### config.mk
export PLATFORM = sky130hd
export DESIGN_NAME = cmp_event_cond
export DESIGN_NICKNAME = d
export VERILOG_FILES = /design/src/logic/cmp_event_pkg.sv /design/src/logic/cmp_sense_if.sv /design/src/logic/cmp_sense_qual.sv /design/src/logic/cmp_event_cond.sv
export SDC_FILE = /design/constraint.sdc
export NUM_CORES = 1
export LEC_CHECK = 0
export BUFFER_PORTS_ARGS = -buffer_cell sky130_fd_sc_hd__buf_2
export CELL_PAD_IN_SITES_DETAIL_PLACEMENT = 1
export CELL_PAD_IN_SITES_GLOBAL_PLACEMENT = 1
export CORE_ASPECT_RATIO = 0.8
export CORE_MARGIN = 3
export CORE_UTILIZATION = 29
export DETAILED_ROUTE_END_ITERATION = 10
export PLACE_DENSITY_LB_ADDON = 0.1
export SYNTH_ARGS = -nofsm -noshare
export SYNTH_HDL_FRONTEND = slang
export SYNTH_SLANG_ARGS = --single-unit
### constraint.sdc
create_clock -name mclk_i -period 1.8 [get_ports mclk_i]
set_clock_uncertainty 0.15 [all_clocks]
set_input_delay 0.36 -clock mclk_i [delete_from_list [all_inputs] [get_ports mclk_i]]
set_output_delay 0.36 -clock mclk_i [all_outputs]
set_load 0.02 [all_outputs]
### src/logic/cmp_event_pkg.sv
// Package: register map, field positions and sense encodings for the
// comparator event conditioner. Assumes a 32-bit byte-addressed plain port.
package cmp_event_pkg;
   localparam logic [7:0] CTRL_OFFSET = 8'h24;
   localparam logic [7:0] STAT_OFFSET = 8'h20;
   localparam logic [7:0] IRQ_EN_OFFSET = 8'h10;
   localparam logic [7:0] EVT_STAT_OFFSET = 8'h30;
   localparam logic [7:0] EVT_MASK_OFFSET = 8'h34;
   localparam int INV_BIT = 1;
   localparam int IRQ_SENSE_SELECT_LO = 2;
   localparam int ILVL_BIT = 4;
   localparam int ADC_TRIGGER_SENSE_SELECT_LO = 5;
   localparam int TLVL_BIT = 7;
   localparam int ADC_EVENT_FORWARD_ENABLE_BIT = 11;
   localparam int COMPARATOR_OUTPUT_STATUS_BIT = 1;
   localparam int IEN_BIT = 0;
   localparam logic [31:0] CTRL_WMASK = 32'h0000_08FE;
   localparam logic [31:0] CTRL_RESET = 32'h0000_0000;
   localparam logic [1:0] EVT_STAT_RESET = 2'h0;
   localparam logic [1:0] EVT_MASK_RESET = 2'h0;
   typedef enum logic [1:0] {
      SENSE_LEVEL = 2'h0,
      SENSE_FALL = 2'h1,
      SENSE_RISE = 2'h2,
      SENSE_BOTH = 2'h3
   } sense_t;
endpackage

### src/logic/cmp_sense_if.sv
// Interface: conditioned comparator level and its previous value, shared
// between the top and the sense qualifier.
`timescale 1ns/1ps
`default_nettype none
interface cmp_sense_if;
   logic level;
   logic prev;
   modport src (output level, output prev);
   modport snk (input level, input prev);
endinterface
`default_nettype wire

### src/logic/cmp_sense_qual.sv
// Sense qualifier: turns level and previous level into a hit per sense mode.
// Assumes both inputs are registered in the same clock domain.
`timescale 1ns/1ps
`default_nettype none
module cmp_sense_qual
   import cmp_event_pkg::*;
(
   cmp_sense_if.snk sig,              // Conditioned level pair
   input wire logic [1:0] sense_i,    // Sense mode select
   input wire logic lvl_val_i,        // Level-mode active value
   output logic hit_o                 // Qualified condition
);
   always_comb begin
      unique case (sense_t'(sense_i))
         SENSE_LEVEL: hit_o = (sig.level == lvl_val_i);
         SENSE_FALL: hit_o = sig.prev & ~sig.level;
         SENSE_RISE: hit_o = ~sig.prev & sig.level;
         SENSE_BOTH: hit_o = sig.prev ^ sig.level;
      endcase
   end
endmodule
`default_nettype wire

### src/logic/cmp_event_cond.sv
// Comparator event conditioner: invert, sense for irq and ADC trigger,
// register port. Assumes comparator output is already synchronous to mclk_i.
//
// The address-and-strobe port and the register offsets were chosen for this implementation.
`timescale 1ns/1ps
`default_nettype none
// Contract
// Trigger sense from bits 6:5
// Irq level mode follows level-value bit 4
// Irq sense from bits 3:2
// Invert bit 1 complements output first
// Trigger level mode follows trigger level bit
// Forward ADC events only when enabled
// Pass irq only when irq enabled; masked sticky events also raise irq_o while the irq enable is clear
// Status bit 1 shows output value
// Edges compare with previous cycle value
module cmp_event_cond
   import cmp_event_pkg::*;
(
   input wire logic mclk_i,           // System clock
   input wire logic rstn_i,           // Async reset, active low
   input wire logic cmp_out_i,        // Raw comparator output
   input wire logic [7:0] addr_i,     // Register byte address
   input wire logic [31:0] wdata_i,   // Write data
   input wire logic wr_i,             // Write strobe
   input wire logic rd_i,             // Read strobe
   output logic [31:0] rdata_o,       // Read data, cycle after rd_i
   output logic irq_o,                // Level interrupt request
   output logic adc_trig_o            // ADC trigger event
);
   logic [31:0] ctrl_q, ctrl_d;
   logic ien_q, ien_d;
   logic [1:0] est_q, est_d;
   logic [1:0] emask_q, emask_d;
   logic [31:0] rdata_q, rdata_d;
   logic lvl_q, lvl_d;
   logic prev_q, prev_d;
   logic irq_q, irq_d;
   logic trig_q, trig_d;
   logic irq_hit, trig_hit;
   cmp_sense_if irq_sig ();
   cmp_sense_if trg_sig ();

   assign irq_sig.level = lvl_q;
   assign irq_sig.prev = prev_q;
   assign trg_sig.level = lvl_q;
   assign trg_sig.prev = prev_q;

   cmp_sense_qual u_irq (
      .sig(irq_sig.snk),
      .sense_i(ctrl_q[IRQ_SENSE_SELECT_LO +: 2]),
      .lvl_val_i(ctrl_q[ILVL_BIT]),
      .hit_o(irq_hit)
   );
   cmp_sense_qual u_trg (
      .sig(trg_sig.snk),
      .sense_i(ctrl_q[ADC_TRIGGER_SENSE_SELECT_LO +: 2]),
      .lvl_val_i(ctrl_q[TLVL_BIT]),
      .hit_o(trig_hit)
   );

   // Configuration registers and sticky event status
   always_comb begin
      ctrl_d = ctrl_q;
      ien_d = ien_q;
      emask_d = emask_q;
      est_d = est_q;
      if (wr_i) begin
         unique case (addr_i)
            CTRL_OFFSET: ctrl_d = wdata_i & CTRL_WMASK;
            IRQ_EN_OFFSET: ien_d = wdata_i[IEN_BIT];
            EVT_MASK_OFFSET: emask_d = wdata_i[1:0];
            EVT_STAT_OFFSET: est_d = est_q & ~wdata_i[1:0];
            default: ;
         endcase
      end
      // Set wins over write-one-to-clear
      est_d = est_d | {trig_hit, irq_hit};
   end

   always_ff @(posedge mclk_i or negedge rstn_i) begin
      if (!rstn_i) begin
         ctrl_q <= CTRL_RESET;
         ien_q <= 1'b0;
         est_q <= EVT_STAT_RESET;
         emask_q <= EVT_MASK_RESET;
      end else begin
         ctrl_q <= ctrl_d;
         ien_q <= ien_d;
         est_q <= est_d;
         emask_q <= emask_d;
      end
   end

   // Conditioned level and its one-cycle history
   always_comb begin
      lvl_d = cmp_out_i ^ ctrl_q[INV_BIT];
      prev_d = lvl_q;
   end

   always_ff @(posedge mclk_i or negedge rstn_i) begin
      if (!rstn_i) begin
         lvl_q <= 1'b0;
         prev_q <= 1'b0;
      end else begin
         lvl_q <= lvl_d;
         prev_q <= prev_d;
      end
   end

   // Read data and both outputs
   always_comb begin
      rdata_d = 32'h0000_0000;
      if (rd_i) begin
         unique case (addr_i)
            CTRL_OFFSET: rdata_d = ctrl_q;
            STAT_OFFSET: rdata_d[COMPARATOR_OUTPUT_STATUS_BIT] = lvl_q;
            IRQ_EN_OFFSET: rdata_d[IEN_BIT] = ien_q;
            EVT_STAT_OFFSET: rdata_d[1:0] = est_q;
            EVT_MASK_OFFSET: rdata_d[1:0] = emask_q;
            default: rdata_d = 32'h0000_0000;
         endcase
      end
      // Next status, so a clear drops the sticky request at once
      irq_d = (ien_q & irq_hit) | (|(est_d & emask_d));
      trig_d = ctrl_q[ADC_EVENT_FORWARD_ENABLE_BIT] & trig_hit;
   end

   always_ff @(posedge mclk_i or negedge rstn_i) begin
      if (!rstn_i) begin
         rdata_q <= 32'h0000_0000;
         irq_q <= 1'b0;
         trig_q <= 1'b0;
      end else begin
         rdata_q <= rdata_d;
         irq_q <= irq_d;
         trig_q <= trig_d;
      end
   end

   assign rdata_o = rdata_q;
   assign irq_o = irq_q;
   assign adc_trig_o = trig_q;

   invert_path_a: assert property (@(posedge mclk_i) disable iff (!rstn_i)
      lvl_q == ($past(cmp_out_i) ^ $past(ctrl_q[INV_BIT])))
      else $error("conditioned level wrong");
   edge_history_a: assert property (@(posedge mclk_i) disable iff (!rstn_i)
      prev_q == $past(lvl_q)) else $error("previous level not tracked");
   trig_rise_a: assert property (@(posedge mclk_i) disable iff (!rstn_i)
      (ctrl_q[ADC_TRIGGER_SENSE_SELECT_LO +: 2] == 2'h2 && ctrl_q[ADC_EVENT_FORWARD_ENABLE_BIT] && !prev_q && lvl_q) |=> adc_trig_o)
      else $error("rising trigger missed");
   trig_fall_a: assert property (@(posedge mclk_i) disable iff (!rstn_i)
      (ctrl_q[ADC_TRIGGER_SENSE_SELECT_LO +: 2] == 2'h1 && !(prev_q && !lvl_q)) |=> !adc_trig_o)
      else $error("falling trigger spurious");
   trig_level_a: assert property (@(posedge mclk_i) disable iff (!rstn_i)
      (ctrl_q[ADC_TRIGGER_SENSE_SELECT_LO +: 2] == 2'h0 && ctrl_q[ADC_EVENT_FORWARD_ENABLE_BIT]) |=>
      (adc_trig_o == ($past(lvl_q) == $past(ctrl_q[TLVL_BIT]))))
      else $error("level trigger wrong");
   trig_gate_a: assert property (@(posedge mclk_i) disable iff (!rstn_i)
      !ctrl_q[ADC_EVENT_FORWARD_ENABLE_BIT] |=> !adc_trig_o) else $error("trigger not suppressed");
   irq_level_a: assert property (@(posedge mclk_i) disable iff (!rstn_i)
      (ctrl_q[IRQ_SENSE_SELECT_LO +: 2] == 2'h0 && ien_q && lvl_q == ctrl_q[ILVL_BIT]) |=> irq_o)
      else $error("level irq missed");
   irq_both_a: assert property (@(posedge mclk_i) disable iff (!rstn_i)
      (ctrl_q[IRQ_SENSE_SELECT_LO +: 2] == 2'h3 && ien_q && prev_q != lvl_q) |=> irq_o)
      else $error("either-edge irq missed");
   irq_gate_a: assert property (@(posedge mclk_i) disable iff (!rstn_i)
      (!ien_q ##1 ((est_q & emask_q) == 2'h0)) |-> !irq_o)
      else $error("irq not gated");
   status_read_a: assert property (@(posedge mclk_i) disable iff (!rstn_i)
      (rd_i && addr_i == STAT_OFFSET) |=> rdata_o[COMPARATOR_OUTPUT_STATUS_BIT] == $past(lvl_q))
      else $error("status bit wrong");

   // Remaining sense modes on both paths
   irq_rise_a: assert property (@(posedge mclk_i) disable iff (!rstn_i)
      (ctrl_q[IRQ_SENSE_SELECT_LO +: 2] == SENSE_RISE && ien_q && !prev_q && lvl_q) |=> irq_o)
      else $error("rising irq missed");
   irq_fall_a: assert property (@(posedge mclk_i) disable iff (!rstn_i)
      (ctrl_q[IRQ_SENSE_SELECT_LO +: 2] == SENSE_FALL && ien_q && prev_q && !lvl_q) |=> irq_o)
      else $error("falling irq missed");
   irq_edge_quiet_a: assert property (@(posedge mclk_i) disable iff (!rstn_i)
      (ctrl_q[IRQ_SENSE_SELECT_LO +: 2] == SENSE_RISE && !(!prev_q && lvl_q)) ##1
      ((est_q & emask_q) == 2'h0) |-> !irq_o) else $error("rising irq spurious");
   irq_low_a: assert property (@(posedge mclk_i) disable iff (!rstn_i)
      (ctrl_q[IRQ_SENSE_SELECT_LO +: 2] == SENSE_LEVEL && ien_q && !ctrl_q[ILVL_BIT] && !lvl_q) |=> irq_o)
      else $error("low level irq missed");
   trig_both_a: assert property (@(posedge mclk_i) disable iff (!rstn_i)
      (ctrl_q[ADC_TRIGGER_SENSE_SELECT_LO +: 2] == SENSE_BOTH && ctrl_q[ADC_EVENT_FORWARD_ENABLE_BIT] && prev_q != lvl_q) |=> adc_trig_o)
      else $error("either-edge trigger missed");
   trig_fall_hit_a: assert property (@(posedge mclk_i) disable iff (!rstn_i)
      (ctrl_q[ADC_TRIGGER_SENSE_SELECT_LO +: 2] == SENSE_FALL && ctrl_q[ADC_EVENT_FORWARD_ENABLE_BIT] && prev_q && !lvl_q) |=> adc_trig_o)
      else $error("falling trigger missed");
   trig_rise_quiet_a: assert property (@(posedge mclk_i) disable iff (!rstn_i)
      (ctrl_q[ADC_TRIGGER_SENSE_SELECT_LO +: 2] == SENSE_RISE && !(!prev_q && lvl_q)) |=> !adc_trig_o)
      else $error("rising trigger spurious");

   // Register port and sticky status
   evt_irq_set_a: assert property (@(posedge mclk_i) disable iff (!rstn_i)
      (ctrl_q[IRQ_SENSE_SELECT_LO +: 2] == SENSE_RISE && !prev_q && lvl_q) |=> est_q[0])
      else $error("irq event not latched");
   evt_trig_set_a: assert property (@(posedge mclk_i) disable iff (!rstn_i)
      (ctrl_q[ADC_TRIGGER_SENSE_SELECT_LO +: 2] == SENSE_RISE && !prev_q && lvl_q) |=> est_q[1])
      else $error("trigger event not latched");
   evt_clear_a: assert property (@(posedge mclk_i) disable iff (!rstn_i)
      (wr_i && addr_i == EVT_STAT_OFFSET && wdata_i[0] && !irq_hit) |=> !est_q[0])
      else $error("irq event not cleared");
   irq_sticky_a: assert property (@(posedge mclk_i) disable iff (!rstn_i)
      ((est_q & emask_q) != 2'h0) |-> irq_o)
      else $error("sticky irq missing");
   irq_en_write_a: assert property (@(posedge mclk_i) disable iff (!rstn_i)
      (wr_i && addr_i == IRQ_EN_OFFSET) |=> ien_q == $past(wdata_i[IEN_BIT]))
      else $error("irq enable not written");
   ctrl_write_a: assert property (@(posedge mclk_i) disable iff (!rstn_i)
      (wr_i && addr_i == CTRL_OFFSET) |=> ctrl_q == ($past(wdata_i) & CTRL_WMASK))
      else $error("control not written");
   ctrl_read_a: assert property (@(posedge mclk_i) disable iff (!rstn_i)
      (rd_i && addr_i == CTRL_OFFSET) |=> rdata_o == $past(ctrl_q))
      else $error("control read wrong");
   rdata_idle_a: assert property (@(posedge mclk_i) disable iff (!rstn_i)
      !rd_i |=> rdata_o == 32'h0000_0000)
      else $error("read data not idle");
endmodule
`default_nettype wire

### Word-level counts from Yosys, hierarchy flattened

Index checks and enable logic that the tools add are counted.

| word-level totals | value |
|---|---|
| bits in registers | 49 |
| input bits | 45 |
| output and inout bits | 34 |
| word-level logic and storage cells | 50 |

| operators by class | value |
|---|---|
| equal/unequal tests | 13 |
| multiplexer cells | 10 |
| bitwise logic cells | 13 |
| reductions and logical operators | 5 |

Operator list:

| cell | number |
|---|---|
| $eq A8 B6 Y1 const B | 4 |
| $mux W12 | 1 |
| $pmux W1 S4 | 3 |
| $mux W10 | 1 |
| $eq A2 B2 Y1 const B | 4 |
| $eq A8 B5 Y1 const B | 1 |
| $mux W2 | 4 |
| $and A1 B1 Y1 | 4 |
| $and A2 B2 Y2 | 2 |
| $eq A2 B1 Y1 const B | 2 |
| $logic_not A2 Y1 | 2 |
| $reduce_and A2 Y1 | 2 |
| $pmux W1 S3 | 1 |
| $eq A1 B1 Y1 | 2 |
| $not A1 Y1 | 2 |
| $not A2 Y2 | 1 |
| $or A2 B2 Y2 | 1 |
| $reduce_or A2 Y1 | 1 |
| $xor A1 B1 Y1 | 2 |
| $or A1 B1 Y1 | 1 |

### Longest topological paths before layout

| logic depth | value |
|---|---|
| depth after elaboration | 8 |
| mapped depth | 6 |

### By module

A second synthesis with hierarchy kept.

| second synthesis, totals | value |
|---|---|
| cell total of the unflattened synthesis | 110 |
| area, all modules | 1,410.1 µm² |

By module, submodules not included:

| module | instances | cells each | area each (µm²) | sequential area each (µm²) |
|---|---|---|---|---|
| cmp_event_cond | 1 | 96 | 1,275.0 | 650.6 |
| cmp_sense_qual | 2 | 7 | 67.6 | 0.0 |

### Worst setup path after synthesis

Ideal clock, no wire load.

| path | value |
|---|---|
| path kind | input port to flip-flop |
| start point | input addr_i[7] |
| end point | register ien_q |
| arrival time | 1,593 ps |
| data required time | 1,525 ps |
| slack | -68 ps |
| stages on the path | 4 |
| buffers on the path | 0 |
| path through | nor2_4 or4b_1 or3b_1 mux2_4 |

| between the ends | value |
|---|---|
| word-level cells in the longest chain between the ends | 2 |

RTL lines:

| item | RTL line | source |
|---|---|---|
| start: declaration | cmp_event_cond.sv:23 | `input wire logic [7:0] addr_i,` |
| $eq A8 B5 Y1 | cmp_event_cond.sv:69 | `unique case (addr_i)` |
| $reduce_and A2 Y1 (no line) | n/a |  |
| end signal: assignment | cmp_event_cond.sv:89 | `ien_q <= ien_d;` |
| end: declaration | cmp_event_cond.sv:32 | `logic ien_q, ien_d;` |

Every way passes these cells.
A chain may end at the register's enable or synchronous reset.

### Worst setup path after layout

| path | value |
|---|---|
| start point | register lvl_q (netlist: irq_sig.level) |
| end point | register irq_q (netlist: irq_o) |

| between the ends | value |
|---|---|
| word-level cells in the longest chain between the ends | 7 |

RTL lines:

| item | RTL line | source |
|---|---|---|
| start: declaration | cmp_event_cond.sv:36 | `logic lvl_q, lvl_d;` |
| start signal: assignment | cmp_event_cond.sv:106 | `lvl_q <= lvl_d;` |
| $not A1 Y1 | cmp_sense_qual.sv:16 | `SENSE_FALL: hit_o = sig.prev & ~sig.level;` |
| $and A1 B1 Y1 | cmp_sense_qual.sv:16 |  |
| $pmux W1 S4 | cmp_sense_qual.sv:14 | `unique case (sense_t'(sense_i))` |
| $or A2 B2 Y2 | cmp_event_cond.sv:78 | `est_d = est_d \| {trig_hit, irq_hit};` |
| $and A2 B2 Y2 | cmp_event_cond.sv:125 | `irq_d = (ien_q & irq_hit) \| (\|(est_d & emask_d));` |
| $reduce_or A2 Y1 | cmp_event_cond.sv:125 |  |
| $or A1 B1 Y1 (*) | cmp_event_cond.sv:125 |  |
| named net irq_d | cmp_event_cond.sv:38 | `logic irq_q, irq_d;` |
| end signal: assignment | cmp_event_cond.sv:136 | `irq_q <= irq_d;` |
| end: declaration | cmp_event_cond.sv:38 |  |

Mark *: on every way through the listed nets, which the timed path passes. The rest lies on a longest branch.

==> flow_metrics.env <==
export IMPL_status="finished with violations"
export IMPL_violations="setup timing"
export IMPL_hold_class="input port to flop"
export IMPL_start_util=0.310
export IMPL_synth_edf_count=0
export IMPL_path_max_fanout=3
export IMPL_holdWs_ps=120
export IMPL_async_reset_ff_frac=1.00
export IMPL_ys_ff_latch=26
export IMPL_max_slew_worst_pin_slew_ps=567
export IMPL_max_stage_delay_ps=520
export IMPL_yosys_warnings=0
export IMPL_crit_family="multiplexers"
export IMPL_synth_fa_ha_area_frac=0.0188
export IMPL_fmax_mhz=530
export IMPL_place_ws_ps=-192
export IMPL_fin_crit_ps=1890
export IMPL_wl_um=2560
export IMPL_p_leak_nw=0.876
export IMPL_grt_ovfl_total=0
export IMPL_ys_types=32
export IMPL_post_route_period_util=1.05
export IMPL_p_per_area_mw_per_mm2=684
export IMPL_drt_pass1_iterations=2
export IMPL_synth_top_family_by_area="buffers and inverters"
export IMPL_maxCapViolCount=0
export IMPL_finalWeightedCongestion=0.720
export IMPL_synth_cells=106
export IMPL_fin_ws_ps=-87.3
export IMPL_vdd_drop_max_uv=275
export IMPL_io_buffer_count=32
export IMPL_synth_compound_area_share=0.0403
export IMPL_grt_pass1_vias=889
export IMPL_post_dp_hpwl_um=2130
export IMPL_num_vias=877
export IMPL_grtUsageTotal=0.105
export IMPL_die_x_um=81.8
export IMPL_avgSynthCellArea_sq_um=12.6
export IMPL_row_count=21
export IMPL_dieArea_sq_mm=0.00545
export IMPL_cts_htree_levels=1
export IMPL_slowest_stage="mux4_2"
export IMPL_required_ps=1800
export IMPL_syn_area_sq_mm=0.00133
export IMPL_drive_above_1_share=0.471
export IMPL_routedWlPerCell_um=12.2
export IMPL_yosys_area_share_xor_xnor=0.0197
export IMPL_core_sq_mm=0.00431
export IMPL_grt_pass1_wl_um=4220
export IMPL_clock_latency_ps=260
export IMPL_cts_buffers=3
export IMPL_drtIter0Drc=18
export IMPL_fin_nets=202
export IMPL_endpoint_kind="flop"
export IMPL_drc=0
export IMPL_ios=79
export IMPL_slew_headroom=0.622
export IMPL_drtAntennaViolNets=0
export IMPL_yosysSeqAreaShare=0.488
export IMPL_viasPerCell=4.18
export IMPL_die_h_um=66.7
export IMPL_diodes=0
export IMPL_grt_max_degree=27
export IMPL_cts_tree="done"
export IMPL_cts_sinks=26
export IMPL_worstSetupPathType="flop to flop"
export IMPL_synth_simple_area_share=0.138
export IMPL_rsz0062_at_grt="true"
export IMPL_clkTransAtPathRegs_ps=80
export IMPL_crit_buf_inv=1
export IMPL_synthMuxAreaShare=0.146
export IMPL_syn_to_final_growth_pct=24.4
export IMPL_arrival_ps=1880
export IMPL_path_cells="buf_4 -> ha_1 -> mux4_2 -> a221oi_2 -> o2bb2ai_1"
export IMPL_hold_viol=0
export IMPL_cts_root_buffer_cell="clkbuf_8"
export IMPL_ys_flop_type="dfrtp_1"
export IMPL_crit_path_start_kind="flop"
export IMPL_antenna_found_initial=0
export IMPL_clock_path_buffers=2
export IMPL_setup_violations=1
export IMPL_drv_slew=0
[Yosys cell counts (all sizes together), types with 2 or more instances]
master   n  area (sq um)
buf     23           173
xnor2    2          17.5
and2    10          63.8
inv      5          18.8
a21o     2          15.0
nor2     2          15.0
mux4     3          67.6
ha       2          25.0
dfrtp   26           651
nand4    2          12.5
mux2    11           128
[layout by cell type (no fill, tap or decap), types with 2 or more instances in the layout]
cell,instances
clkbuf_8,3
nand4_1,2
conb_1,23
mux4_2,3
inv_2,2
buf_2,32
mux2_2,10
a21o_1,2
xnor2_1,2
inv_1,3
buf_4,11
dfrtp_1,26
and2_1,9
[path summary, 6_finish.rpt]
| kind | from | to | slack [ps] | cells after the start |
|---|---|---|---|---|
| min in group asynchronous | rstn_i | irq_sig.prev | 470 | 2 |
| worst min-delay path | cmp_out_i | irq_sig.level | 120 | 2 |
| worst max register to register | irq_sig.level | irq_o | -90 | 5 |
| worst min register to register | ctrl_q[1] | irq_sig.level | 350 | 1 |
| worst max-delay path | irq_sig.level | irq_o | -90 | 5 |
| max in group asynchronous | rstn_i | rdata_o[5] | 660 | 2 |
[per-stage QoR]
step,instances,instance area [sq um],utilization,TNS [ps],power (W)
after floorplan,128,1420,-,-73.9,0.000773
after global placement,205,1580,0.367,-685,0.000812
after detailed placement,205,1580,0.367,-746,0.000818
after CTS,210,1640,0.380,-61.7,0.00115
after global routing,210,1660,0.385,-202,0.00120
final,210,1660,0.385,-87.3,0.00113
[logic make-up (layout without fill, tap and decap cells)]
family	Yosys count	after routing
AO/OA/AOI/OAI	7	7
XOR/XNOR	3	3
adder cells (fa/ha/maj)	2	2
buffers and inverters	29	54
flip-flops	26	26
multiplexers	14	14
other	1	23
AND/OR/NAND/NOR	24	24
[repair_timing]
action,in CTS,in global routing
hold endpoints to repair,26,0
hold buffers,1,0
resized for setup,0,5
endpoints found under the setup margin,3,3
pin swaps,1,3
buffers inserted,1,0
[report_power, final]
| part | internal, W | switching, W |
|---|---|---|
| clock | 0.000150 | 0.000166 |
| combinational | 0.0000872 | 0.000113 |
| sequential | 0.000603 | 0.0000156 |
[flip-flops by register name, summed over array words and instances, names as in the netlist]
name           cells
rdata_o            9
ctrl_q             8
emask_q            2
est_q              2
adc_trig_o         1
ien_q              1
irq_o              1
irq_sig.level      1
irq_sig.prev       1
[per-layer routing]
metal,share of wire,GRT usage
met4,0.0086,0.0436
met3,0.076,0.0284
met1,0.43,0.134
met2,0.48,0.166
met5,0,0
[final cells by class]
class | count | area, sq um
clock buffers | 3 | 41.3
fillers | 503 | 2650
inverters | 5 | 18.8
multi-input cells | 73 | 593
flip-flops and latches | 26 | 651
well taps | 57 | 71.3
repair buffers | 46 | 284
[worst register-to-register path: cells and delay by family (launching register included)]
family | cells | cell delay (ps)
mux | 1 | 520
flops | 1 | 410
compound gates | 2 | 350
fa+ha+maj | 1 | 200
buf+inv | 1 | 150
(Power assumes the default switching activity.)
